`src/dpt_pkg.sv`:
```
// package: register map, field positions and reset values of the dual timer
package dpt_pkg;

    // ----------------------------------------
    // register offsets (byte addresses in data space)
    // ----------------------------------------
    localparam logic [7:0] DPT_T1_PRESCALE_OFS = 8'hD2;
    localparam logic [7:0] DPT_T1_COUNT_OFS = 8'hD3;
    localparam logic [7:0] DPT_T1_CTRL_OFS = 8'hD4;
    localparam logic [7:0] DPT_T2_PRESCALE_OFS = 8'hD5;
    localparam logic [7:0] DPT_T2_COUNT_OFS = 8'hD6;
    localparam logic [7:0] DPT_T2_CTRL_OFS = 8'hD7;

    // ----------------------------------------
    // control/status field positions
    // ----------------------------------------
    localparam int DPT_ZERO_FLAG_BIT = 7;
    localparam int DPT_ZERO_IRQ_EN_BIT = 6;
    localparam int DPT_RSVD5_BIT = 5;
    localparam int DPT_SPARE4_BIT = 4;
    localparam int DPT_RUN_BIT = 3;
    localparam int DPT_TAP_MSB = 2;

    // ----------------------------------------
    // reset values and timing
    // ----------------------------------------
    localparam logic [7:0] DPT_COUNT_RST = 8'hFF;
    localparam logic [6:0] DPT_PRESCALE_RST = 7'h7F;
    localparam logic [7:0] DPT_CTRL_RST = 8'h00;
    localparam logic [7:0] DPT_COUNT_ZERO = 8'h00;
    localparam int DPT_PRE_DIV = 12;
    localparam logic [3:0] DPT_PRE_DIV_LAST = 4'(DPT_PRE_DIV - 1);

    // one timer's state
    typedef struct packed {
        logic [7:0] count;
        logic [6:0] prescale;
        logic [7:0] ctrl;
    } dpt_unit_s;

    // register bus request
    typedef struct packed {
        logic [7:0] addr;
        logic [7:0] wdata;
        logic wr;
        logic rd;
    } dpt_req_s;

endpackage : dpt_pkg

```
`src/dpt_timer.sv`:
```
// module: two prescaled 8-bit down timers with register port
// How it works
// - two independent timers, each 8-bit counter plus 7-bit programmable prescaler
// - counter decrements on each rising edge of selected tap; software loads and reads
// - counting down to zero sets zero_flag, bit 7 of control/status
// - interrupt request when zero_irq_enable (bit 6) and zero_flag both one
// - prescaler counts down on rising edge of clock divided by twelve
// - ratio one uses prescaler input clock; ratio two bit 0, four bit 1
// - tap_select bits 2..0 pick ratios 1 through 128
// - prescaler_run low forces prescaler 7Fh and stops both counting
// - with prescaler_run high software may load prescaler 0..7Fh
// - writing 00h to counter or one to bit 7 sets zero_flag
// - reset: counter FFh, prescaler 7Fh, control/status zero
// - counter write beats simultaneous decrement to zero; flag stays clear
// - counter and prescaler read back their live values at any time
// - prescaler register bit 7 reads zero
// - active request doubles as wake-up from low-power wait
`timescale 1ns/1ps
`default_nettype none

module dpt_timer
    import dpt_pkg::*;
(
    input wire logic clk_i,
    input wire logic arst_n_i,
    input wire logic [7:0] addr_i,
    input wire logic [7:0] wdata_i,
    input wire logic wr_i,
    input wire logic rd_i,
    output logic [7:0] rdata_o,
    output logic [1:0] irq_o,
    output logic wake_o
);

    // ----------------------------------------
    // helpers
    // ----------------------------------------

    // tap level for a selection; sel 0 is the divided clock itself
    function automatic logic tap_level(input logic [2:0] sel, input logic [6:0] pre, input logic div_lvl);
        logic lvl;
        lvl = div_lvl;
        if (sel != 3'd0)
        begin
            lvl = pre[sel - 3'd1];
        end
        return lvl;
    endfunction : tap_level

    // register index decode: unit number and slot (0 prescale, 1 count, 2 ctrl)
    function automatic logic [2:0] decode(input logic [7:0] a);
        logic [2:0] r;
        r = 3'b111;
        if (a == DPT_T1_PRESCALE_OFS)
        begin
            r = 3'b000;
        end
        else if (a == DPT_T1_COUNT_OFS)
        begin
            r = 3'b001;
        end
        else if (a == DPT_T1_CTRL_OFS)
        begin
            r = 3'b010;
        end
        else if (a == DPT_T2_PRESCALE_OFS)
        begin
            r = 3'b100;
        end
        else if (a == DPT_T2_COUNT_OFS)
        begin
            r = 3'b101;
        end
        else if (a == DPT_T2_CTRL_OFS)
        begin
            r = 3'b110;
        end
        return r;
    endfunction : decode

    // ----------------------------------------
    // divide-by-twelve prescaler clock
    // ----------------------------------------
    logic [3:0] div_q;
    logic [3:0] div_d;
    logic div_lvl_q;
    logic div_lvl_d;
    logic div_rise;

    // divided clock: high for six cycles, low for six; rise at wrap
    always_comb
    begin
        div_rise = (div_q == DPT_PRE_DIV_LAST);
        div_d = div_rise ? 4'd0 : div_q + 4'd1;
        div_lvl_d = (div_d < 4'(DPT_PRE_DIV / 2));
    end

    always_ff @(posedge clk_i or negedge arst_n_i)
    begin
        if (!arst_n_i)
        begin
            div_q <= 4'd0;
            div_lvl_q <= 1'b0;
        end
        else
        begin
            div_q <= div_d;
            div_lvl_q <= div_lvl_d;
        end
    end

    // ----------------------------------------
    // timer units
    // ----------------------------------------
    dpt_unit_s unit_q [2];
    dpt_unit_s unit_d [2];
    logic [1:0] tap_q;
    logic [1:0] tap_d;
    logic [1:0] irq_d;
    logic [2:0] wsel;
    logic [1:0] run;
    logic [1:0] pre_en;
    logic [1:0] wr_pre;
    logic [1:0] wr_cnt;
    logic [1:0] wr_ctl;
    logic [6:0] pre_next [2];
    logic [1:0] tap_now;
    logic [1:0] cnt_en;
    logic [1:0] zero_hit;
    logic [1:0] zero_load;
    logic wake_d;

    // write decode and run state of each unit
    always_comb
    begin
        wsel = decode(addr_i);
        for (int u = 0; u < 2; u++)
        begin
            wr_pre[u] = wr_i && (wsel == {1'(u), 2'd0});
            wr_cnt[u] = wr_i && (wsel == {1'(u), 2'd1});
            wr_ctl[u] = wr_i && (wsel == {1'(u), 2'd2});
            run[u] = unit_q[u].ctrl[DPT_RUN_BIT];
            pre_en[u] = run[u] && div_rise;
        end
    end

    // ----------------------------------------
    // prescalers
    // ----------------------------------------

    // forced while stopped, else load or count down with wrap
    always_comb
    begin
        for (int u = 0; u < 2; u++)
        begin
            pre_next[u] = unit_q[u].prescale;
            if (!run[u])
            begin
                pre_next[u] = DPT_PRESCALE_RST;
            end
            else if (wr_pre[u])
            begin
                pre_next[u] = wdata_i[6:0];
            end
            else if (pre_en[u])
            begin
                pre_next[u] = unit_q[u].prescale - 7'd1;
            end
        end
    end

    // ----------------------------------------
    // counter clock taps
    // ----------------------------------------

    // tap level after this cycle's update, edge found against last level
    always_comb
    begin
        for (int u = 0; u < 2; u++)
        begin
            tap_now[u] = tap_level(unit_q[u].ctrl[DPT_TAP_MSB:0], pre_next[u], div_lvl_d);
            tap_d[u] = run[u] ? tap_now[u] : 1'b0;
            cnt_en[u] = run[u] && tap_now[u] && !tap_q[u];
        end
    end

    // edge detector state, cleared while a unit is stopped
    always_ff @(posedge clk_i or negedge arst_n_i)
    begin
        if (!arst_n_i)
        begin
            tap_q <= 2'b00;
        end
        else
        begin
            tap_q <= tap_d;
        end
    end

    // ----------------------------------------
    // counters and zero flags
    // ----------------------------------------

    // zero events: a decrement from one, or software loading zero
    always_comb
    begin
        for (int u = 0; u < 2; u++)
        begin
            zero_hit[u] = !wr_cnt[u] && cnt_en[u] && (unit_q[u].count == 8'd1);
            zero_load[u] = wr_cnt[u] && (wdata_i == DPT_COUNT_ZERO);
        end
    end

    // counter write wins over decrement; hardware flag set beats a software clear
    always_comb
    begin
        for (int u = 0; u < 2; u++)
        begin
            unit_d[u] = unit_q[u];
            unit_d[u].prescale = pre_next[u];
            if (wr_cnt[u])
            begin
                unit_d[u].count = wdata_i;
            end
            else if (cnt_en[u])
            begin
                unit_d[u].count = unit_q[u].count - 8'd1;
            end
            if (wr_ctl[u])
            begin
                unit_d[u].ctrl = wdata_i;
            end
            if (zero_hit[u] || zero_load[u])
            begin
                unit_d[u].ctrl[DPT_ZERO_FLAG_BIT] = 1'b1;
            end
        end
    end

    // unit registers with documented reset state
    always_ff @(posedge clk_i or negedge arst_n_i)
    begin
        if (!arst_n_i)
        begin
            for (int u = 0; u < 2; u++)
            begin
                unit_q[u].count <= DPT_COUNT_RST;
                unit_q[u].prescale <= DPT_PRESCALE_RST;
                unit_q[u].ctrl <= DPT_CTRL_RST;
            end
        end
        else
        begin
            for (int u = 0; u < 2; u++)
            begin
                unit_q[u] <= unit_d[u];
            end
        end
    end

    // ----------------------------------------
    // interrupt requests and wake-up
    // ----------------------------------------

    // request per unit from next flag and enable, wake from either
    always_comb
    begin
        for (int u = 0; u < 2; u++)
        begin
            irq_d[u] = unit_d[u].ctrl[DPT_ZERO_FLAG_BIT] && unit_d[u].ctrl[DPT_ZERO_IRQ_EN_BIT];
        end
        wake_d = |irq_d;
    end

    // registered so both outputs come straight from flip-flops
    always_ff @(posedge clk_i or negedge arst_n_i)
    begin
        if (!arst_n_i)
        begin
            irq_o <= 2'b00;
            wake_o <= 1'b0;
        end
        else
        begin
            irq_o <= irq_d;
            wake_o <= wake_d;
        end
    end

    // ----------------------------------------
    // read port
    // ----------------------------------------
    logic [7:0] rdata_d;
    logic [2:0] rsel;

    // live values, data in the cycle after the strobe, zero otherwise
    always_comb
    begin
        rsel = decode(addr_i);
        rdata_d = 8'h00;
        if (rd_i)
        begin
            if (rsel == 3'b000)
            begin
                rdata_d = {1'b0, unit_q[0].prescale};
            end
            else if (rsel == 3'b001)
            begin
                rdata_d = unit_q[0].count;
            end
            else if (rsel == 3'b010)
            begin
                rdata_d = unit_q[0].ctrl;
            end
            else if (rsel == 3'b100)
            begin
                rdata_d = {1'b0, unit_q[1].prescale};
            end
            else if (rsel == 3'b101)
            begin
                rdata_d = unit_q[1].count;
            end
            else if (rsel == 3'b110)
            begin
                rdata_d = unit_q[1].ctrl;
            end
        end
    end

    always_ff @(posedge clk_i or negedge arst_n_i)
    begin
        if (!arst_n_i)
        begin
            rdata_o <= 8'h00;
        end
        else
        begin
            rdata_o <= rdata_d;
        end
    end

endmodule : dpt_timer

`default_nettype wire

```
`config.mk`:
```
export PLATFORM = sky130hd
export DESIGN_NAME = dpt_timer
export DESIGN_NICKNAME = d
export VERILOG_FILES = /design/src/dpt_pkg.sv /design/src/dpt_timer.sv
export SDC_FILE = /design/constraint.sdc
export NUM_CORES = 1
export LEC_CHECK = 0
export BUFFER_PORTS_ARGS = -buffer_cell sky130_fd_sc_hd__buf_2
export CORE_MARGIN = 2
export CORE_UTILIZATION = 51
export DETAILED_ROUTE_END_ITERATION = 12
export MAX_ROUTING_LAYER = met4
export PLACE_DENSITY = 0.69
export SETUP_SLACK_MARGIN = 0.5
export SLEW_MARGIN = 20
export SYNTH_ARGS = -nofsm -noshare
export SYNTH_HDL_FRONTEND = slang
export SYNTH_SLANG_ARGS = --single-unit
```
`constraint.sdc`:
```
create_clock -name clk_i -period 3.15 [get_ports clk_i]
set_input_delay 0.63 -clock clk_i [delete_from_list [all_inputs] [get_ports clk_i]]
set_output_delay 0.63 -clock clk_i [all_outputs]
set_load 0.05 [all_outputs]
```
==> run metrics, run 1 <==
via count 3564; Synthesized Nets ~460; DR DRC count 0; number of library cell types mapped by synthesis 66; max-slew violations 0; Antenna diodes 0; antenna violations before repair 0; total wire length approximately 12 mm; EDFF count, synth 0; asr flop ratio synth 100%; type of origin of the critical path register; Peak VDD IR between 0.4 and 0.5 mV; Placement Setup Slack 218 ps; starting density of the core a little over half; reg2reg setup slack between 400 and 500 ps; Final TNS setup 0 ps; final RePlAce weighted congestion between 0.9 and 1; # IOs 31; Leak approximately 2.1 nW; post-synthesis sequential area ratio around 40%; I/O Buffers 30; Avg WL per Cell about 20 um; vias in the first global route 3457; RSZ-0062 raised after global routing true; clock tree buffer depth 2; die footprint 0.00868 mm2; Synth Area per Inst ~9.5 um2; status complete, no violations; gr usage total between 20% and 30%; Setup CP Type reg -> reg; crit end category register; Antenna Violating Nets Remaining 0; largest cells by area after synthesis dfrtp_1 20%, dfstp_2 19%, nor2_1 4.2%; Setup violations, final 0; largest family of logic cells by synthesized area simple AND/OR/NAND/NOR gates; Synth Area in Adders around 3.4%; vias per cell slightly above 6; multiplexer area fraction after synthesis around 9.6%; later-pin clock latency in the skew report around 350 ps; final hold vios 0; flops & latches, synth 63; Yosys Warn Count 0; Hold Crit Class in -> async; fin worst setup slack ~430 ps; hold_buf cts 0; worst-margin pin slew 599 ps; # clock sinks between 60 and 70; post-synthesis simple-gate area fraction 23.6%; die height about 93 um; first-pass GRT wire length between 15 and 20 mm; Tcrit/Tclk final roughly 86%; P&R area growth vs syn 21.2%; clock buffer count from CTS 9; Die W between 90 and 100 um; CTS root buffer clkbuf_8; slew margin rel. approximately three fifths; Synth Instances approximately 430; Core Region 0.00773 mm2; mapped cell area around 0.0041 mm2; CTS tree built; Worst Path Max Fanout 3; Clock Pin Slew Worst Setup and Hold Paths about 70 ps; main flop type after synthesis dfrtp_1; worst path required time 3430 ps; Clock Skews 13.8 ps; Achievable Freq about 370 MHz; Max Cap Viol 0; H-tree Lvls 3; Yosys top cell by area dfrtp_1; largest net degree at the start of global routing 39; synth cell count leaders 45 x nor2_1, 35 x nand2_1, 33 x dfrtp_1; Worst EP arrival 3000 ps; most frequent cell after synthesis nor2_1; R2R depth 11; Pre-antenna DRT Iters 5; Std-Cell Rows 32; initial drt markers between 300 and 400; Final HPWL DP around 8 mm; area share of xor/xnor cells in the synthesized design under 10%; compound-gate portion of the synthesized area 14.5%; reg-to-reg startpoint div_q[1]$_DFF_PN0_; r2r endpoint unit_q[16]$_DFFE_PN1P_; GR Overflow Total 0; shortest period the worst path allows approximately 2700 ps; top cell type's share of synthesized area between 20% and 30%; layout cells sized above 1 around a third; PwrDens around 540 mW/mm2; fin nets slightly above 500
[state kept, by name, indices dropped and copies added, names as in the netlist]
name and cells:
div_q 4, irq_o 2, rdata_o 8, run 2, tap_q 2, unit_q 44, wake_o 1
[worst max-delay path: stages (launching register included)]
cell      delay, ps
dfrtp_1         410
buf_4           150
a21boi_0        310
nor4b_2         100
buf_4           160
o41a_1          390
and4_1          230
a22oi_2         280
buf_4           180
nor3_4           50
mux2i_1         140
mux2_2          260
[what timing repair did]
item | in CTS | in global routing
endpoints found under the setup margin | 21 | 21
buffers inserted | 11 | 4
resized for setup | 6 | 32
hold endpoints to repair | 0 | 0
pin swaps | 13 | 19
[through the flow]
step	hold slack (ps)	utilization, %	total power (W)	instances	area (um2)
2_1_floorplan	334	-	0.00171	425	4120
3_3_place_gp	460	57.3	0.00192	555	4420
3_5_place_dp	473	57.3	0.00194	555	4420
4_1_cts	291	60.9	0.00256	582	4710
5_1_grt	310	63.6	0.00280	586	4920
6_report	286	63.6	0.00265	586	4920
[cell type report]
class / count / area, um2
clock inverter: 4 / 26.3
inverter: 24 / 90.1
timing repair buffer: 64 / 425
multi-input combinational: 317 / 2490
clock buffer: 12 / 135
fill: 614 / 2810
tap: 102 / 128
sequential: 63 / 1620
[layout by cell type (no fill, tap or decap), drive strengths merged, types with 3 or more instances in the layout]
cell	instances
or2	3
mux2	10
and4b	3
mux2i	12
a21oi	22
xnor2	19
clkinv	3
nand2	35
dfrtp	33
o21ai	21
buf	64
clkbuf	12
and4	3
nand3	3
nor2b	4
nand3b	4
and3b	3
a211o	3
nor2	45
or3	7
dfstp	30
nor4	16
a22oi	8
nand2b	4
ha	11
a21boi	8
nor4b	3
nor3b	3
nand4	4
nand4b	7
nor3	16
mux4	7
inv	24
[how the worst max path moves through the flow]
stage | start | endpoint | slack [ps] | cells after the start
6_report | div_q[1]$_DFF_PN0_ | unit_q[16]$_DFFE_PN1P_ | 430 | 11
3_3_place_gp | div_q[0]$_DFF_PN0_ | unit_q[20]$_DFFE_PN1P_ | 240 | 10
3_5_place_dp | div_q[0]$_DFF_PN0_ | unit_q[39]$_DFFE_PN1P_ | 220 | 9
5_1_grt | div_q[0]$_DFF_PN0_ | unit_q[42]$_DFFE_PN1P_ | 310 | 12
4_1_cts | div_q[0]$_DFF_PN0_ | unit_q[39]$_DFFE_PN1P_ | 420 | 9
2_1_floorplan | addr_i[5] | unit_q[39]$_DFFE_PN1P_ | 510 | 10
[logic make-up (layout without fill, tap and decap cells)]
| kind of cell | after synthesis | after routing |
|---|---|---|
| adder cells (fa/ha/maj) | 11 | 11 |
| flip-flops | 63 | 63 |
| buffers and inverters | 45 | 104 |
| AO/OA/AOI/OAI | 85 | 85 |
| multiplexers | 29 | 29 |
| XOR/XNOR | 21 | 21 |
| AND/OR/NAND/NOR | 171 | 171 |
[layer usage]
layer / GRT usage (%) / wire (um)
met1: 39.8 / 5230
met2: 43.8 / 5480
met3: 5.24 / 689
met4: 7.23 / 172
met5: - / 0
[report_power, final]
part           leakage [nW]  switching [W]  total [W]  internal, W
Clock                0.0803       0.000329   0.000614     0.000285
Combinational          1.26       0.000443   0.000819     0.000376
Sequential            0.737       0.000175    0.00122      0.00104
Note: power is estimated with default switching activity, not from simulation.
==> inputs of run 2 (changes only) <==
Settings changed: CORE_MARGIN 2 to unset.
==> run metrics, run 2 (same netlist as run 1, synthesis figures left out) <==
status complete, but fails checks; failing checks DRC; top routing layer used met4; initial drt markers approximately 280; DR DRC count 1; placed cell areas 0.00441 mm2; vias per cell approximately 6.2; H-tree Lvls 3; Met2 Routed Length approximately 5.8 mm; layout cells sized above 1 38.1%; hold_buf cts 0; Switching Share a little over a third; gr usage total between 30% and 40%; die height between 90 and 100 um; largest net degree at the start of global routing 64; GR Overflow Total 0; via count 3711; clock tree buffer depth 2; Peak VDD IR 0.396 mV; R2R depth 9; # IOs 31; Max Cap Viol 0; fin nets 519; DRT met1 WL 5.21 mm; CTS root buffer clkbuf_8; Crit-path slowest cell or4_4; Biggest register unit_q; Achievable Freq between 300 and 400 MHz; Worst Path Max Fanout 6; worst path cell trace ha_4 -> nand3b_4 -> or4_4 -> a211o_1 -> a311oi_4 -> o211ai_4 -> nor3b_1 -> xnor2_1 -> a21oi_1; shortest period the worst path allows approximately 2800 ps; max-slew violations 0; met3 routed wirelength between 800 and 900 um; worst path required time around 3400 ps; reg-to-reg startpoint div_q[1]$_DFF_PN0_; DP Cell Count 552; Worst EP arrival about 3100 ps; starting density of the core 52.5%; crit end category register; Die W around 90 um; P&R area growth vs syn 27.6%; clock group share of total power between 20% and 30%; later-pin clock latency in the skew report ~350 ps; most frequent cells in the layout 43 x nor2_1, 35 x nand2_1, 34 x buf_4; Std-Cell Rows 32; type of origin of the critical path register; Final HPWL DP 7.86 mm; Clock Pin Slew Worst Setup and Hold Paths 80 ps; reg2reg setup slack 370 ps; Hold Crit Class in -> async; final RePlAce weighted congestion between 0.9 and 1; r2r endpoint unit_q[40]$_DFFE_PN1P_; slew margin rel. 56.8%; critical path's top delay family compound AO/OA/AOI/OAI gates; Setup violations, final 0; Core Region ~0.0077 mm2; vias in the first global route roughly 3600; PwrDens 574 mW/mm2; final core utilization approximately 67%; fin cells a little under 600; Setup CP Type reg -> reg; slowest stage delay, CP 490 ps; Tcrit/Tclk final 88.1%; CTS tree built; Seq pwr share about 41%; final hold slack between 200 and 300 ps; Clock Skews around 7.0 ps; fin area between 0.005 and 0.006 mm2; Avg WL per Cell approximately 20 um; WP buf/inv 0; max reg flops 44; clock buffer count from CTS 9; worst-margin pin slew 639 ps; total wire length 12.2 mm; first-pass GRT wire length around 19 mm; Antenna diodes 0; Leak approximately 2.2 nW; final hold vios 0; Antenna Violating Nets Remaining 0; I/O Buffers 30; antenna violations before repair 0; Comb pwr share 31.0%; die footprint around 0.0083 mm2; Final TNS setup 0 ps; Internal around 0.0019 W; # clock sinks 63; Largest regs unit_q x44, rdata_o x8, div_q x4; sw power 0.00107 W; commonest non-fill, non-tap cell in the layout nor2_1; RSZ-0062 raised after global routing true; Pre-antenna DRT Iters 9
==> run 2: layer usage <==
metal  up-vias  track usage, %
met5         -               -
met4         0            11.4
met3        33            4.61
met2       177            46.0
met1      1828            41.8
li1       1673               -
==> run 2: worst max path at each step <==
stage | slack [ps] | start | endpoint | cells after the start
2_1_floorplan | 510 | addr_i[5] | unit_q[39]$_DFFE_PN1P_ | 10
3_3_place_gp | 190 | addr_i[5] | unit_q[16]$_DFFE_PN1P_ | 9
3_5_place_dp | 140 | addr_i[5] | unit_q[16]$_DFFE_PN1P_ | 9
4_1_cts | 360 | div_q[0]$_DFF_PN0_ | unit_q[45]$_DFFE_PN1P_ | 9
5_1_grt | 280 | unit_q[23]$_DFFE_PN0P_ | unit_q[40]$_DFFE_PN1P_ | 10
6_report | 370 | div_q[1]$_DFF_PN0_ | unit_q[40]$_DFFE_PN1P_ | 9
==> run 2: final cells by class <==
cell class,instances,area [um2]
Multi-Input combinational cell,317,2600
Fill cell,593,2550
Sequential cell,63,1620
Timing Repair Buffer,73,515
Tap cell,102,128
Clock buffer,9,124
Clock inverter,7,103
Inverter,24,90.1
==> run 2: worst reg2reg max path, cell delays in order (launching register included) <==
cell and delay (ps):
dfrtp_1 400, ha_4 190, nand3b_4 80, or4_4 490
a211o_1 320, a311oi_4 340, o211ai_4 230, nor3b_1 330
xnor2_1 150, a21oi_1 180
==> run 2: metrics by stage <==
stage	total power (W)	setup slack (ps)
6_report	0.00297	373
5_1_grt	0.00309	275
4_1_cts	0.00285	356
3_5_place_dp	0.00194	140
3_3_place_gp	0.00192	193
2_1_floorplan	0.00171	506
==> run 2: power groups by stage <==
stage	registers [W]	logic, W	clock network [W]
detailed placement	0.00123	0.000717	0
CTS	0.00121	0.000812	0.000832
global placement	0.00122	0.000700	0
global route	0.00123	0.000994	0.000868
finish	0.00122	0.000922	0.000827
floorplan	0.00116	0.000552	0
==> run 2: timing repair <==
action,CTS,global route
endpoints found under the setup margin,21,21
pin swaps,19,39
resized for setup,23,40
buffers inserted,21,6
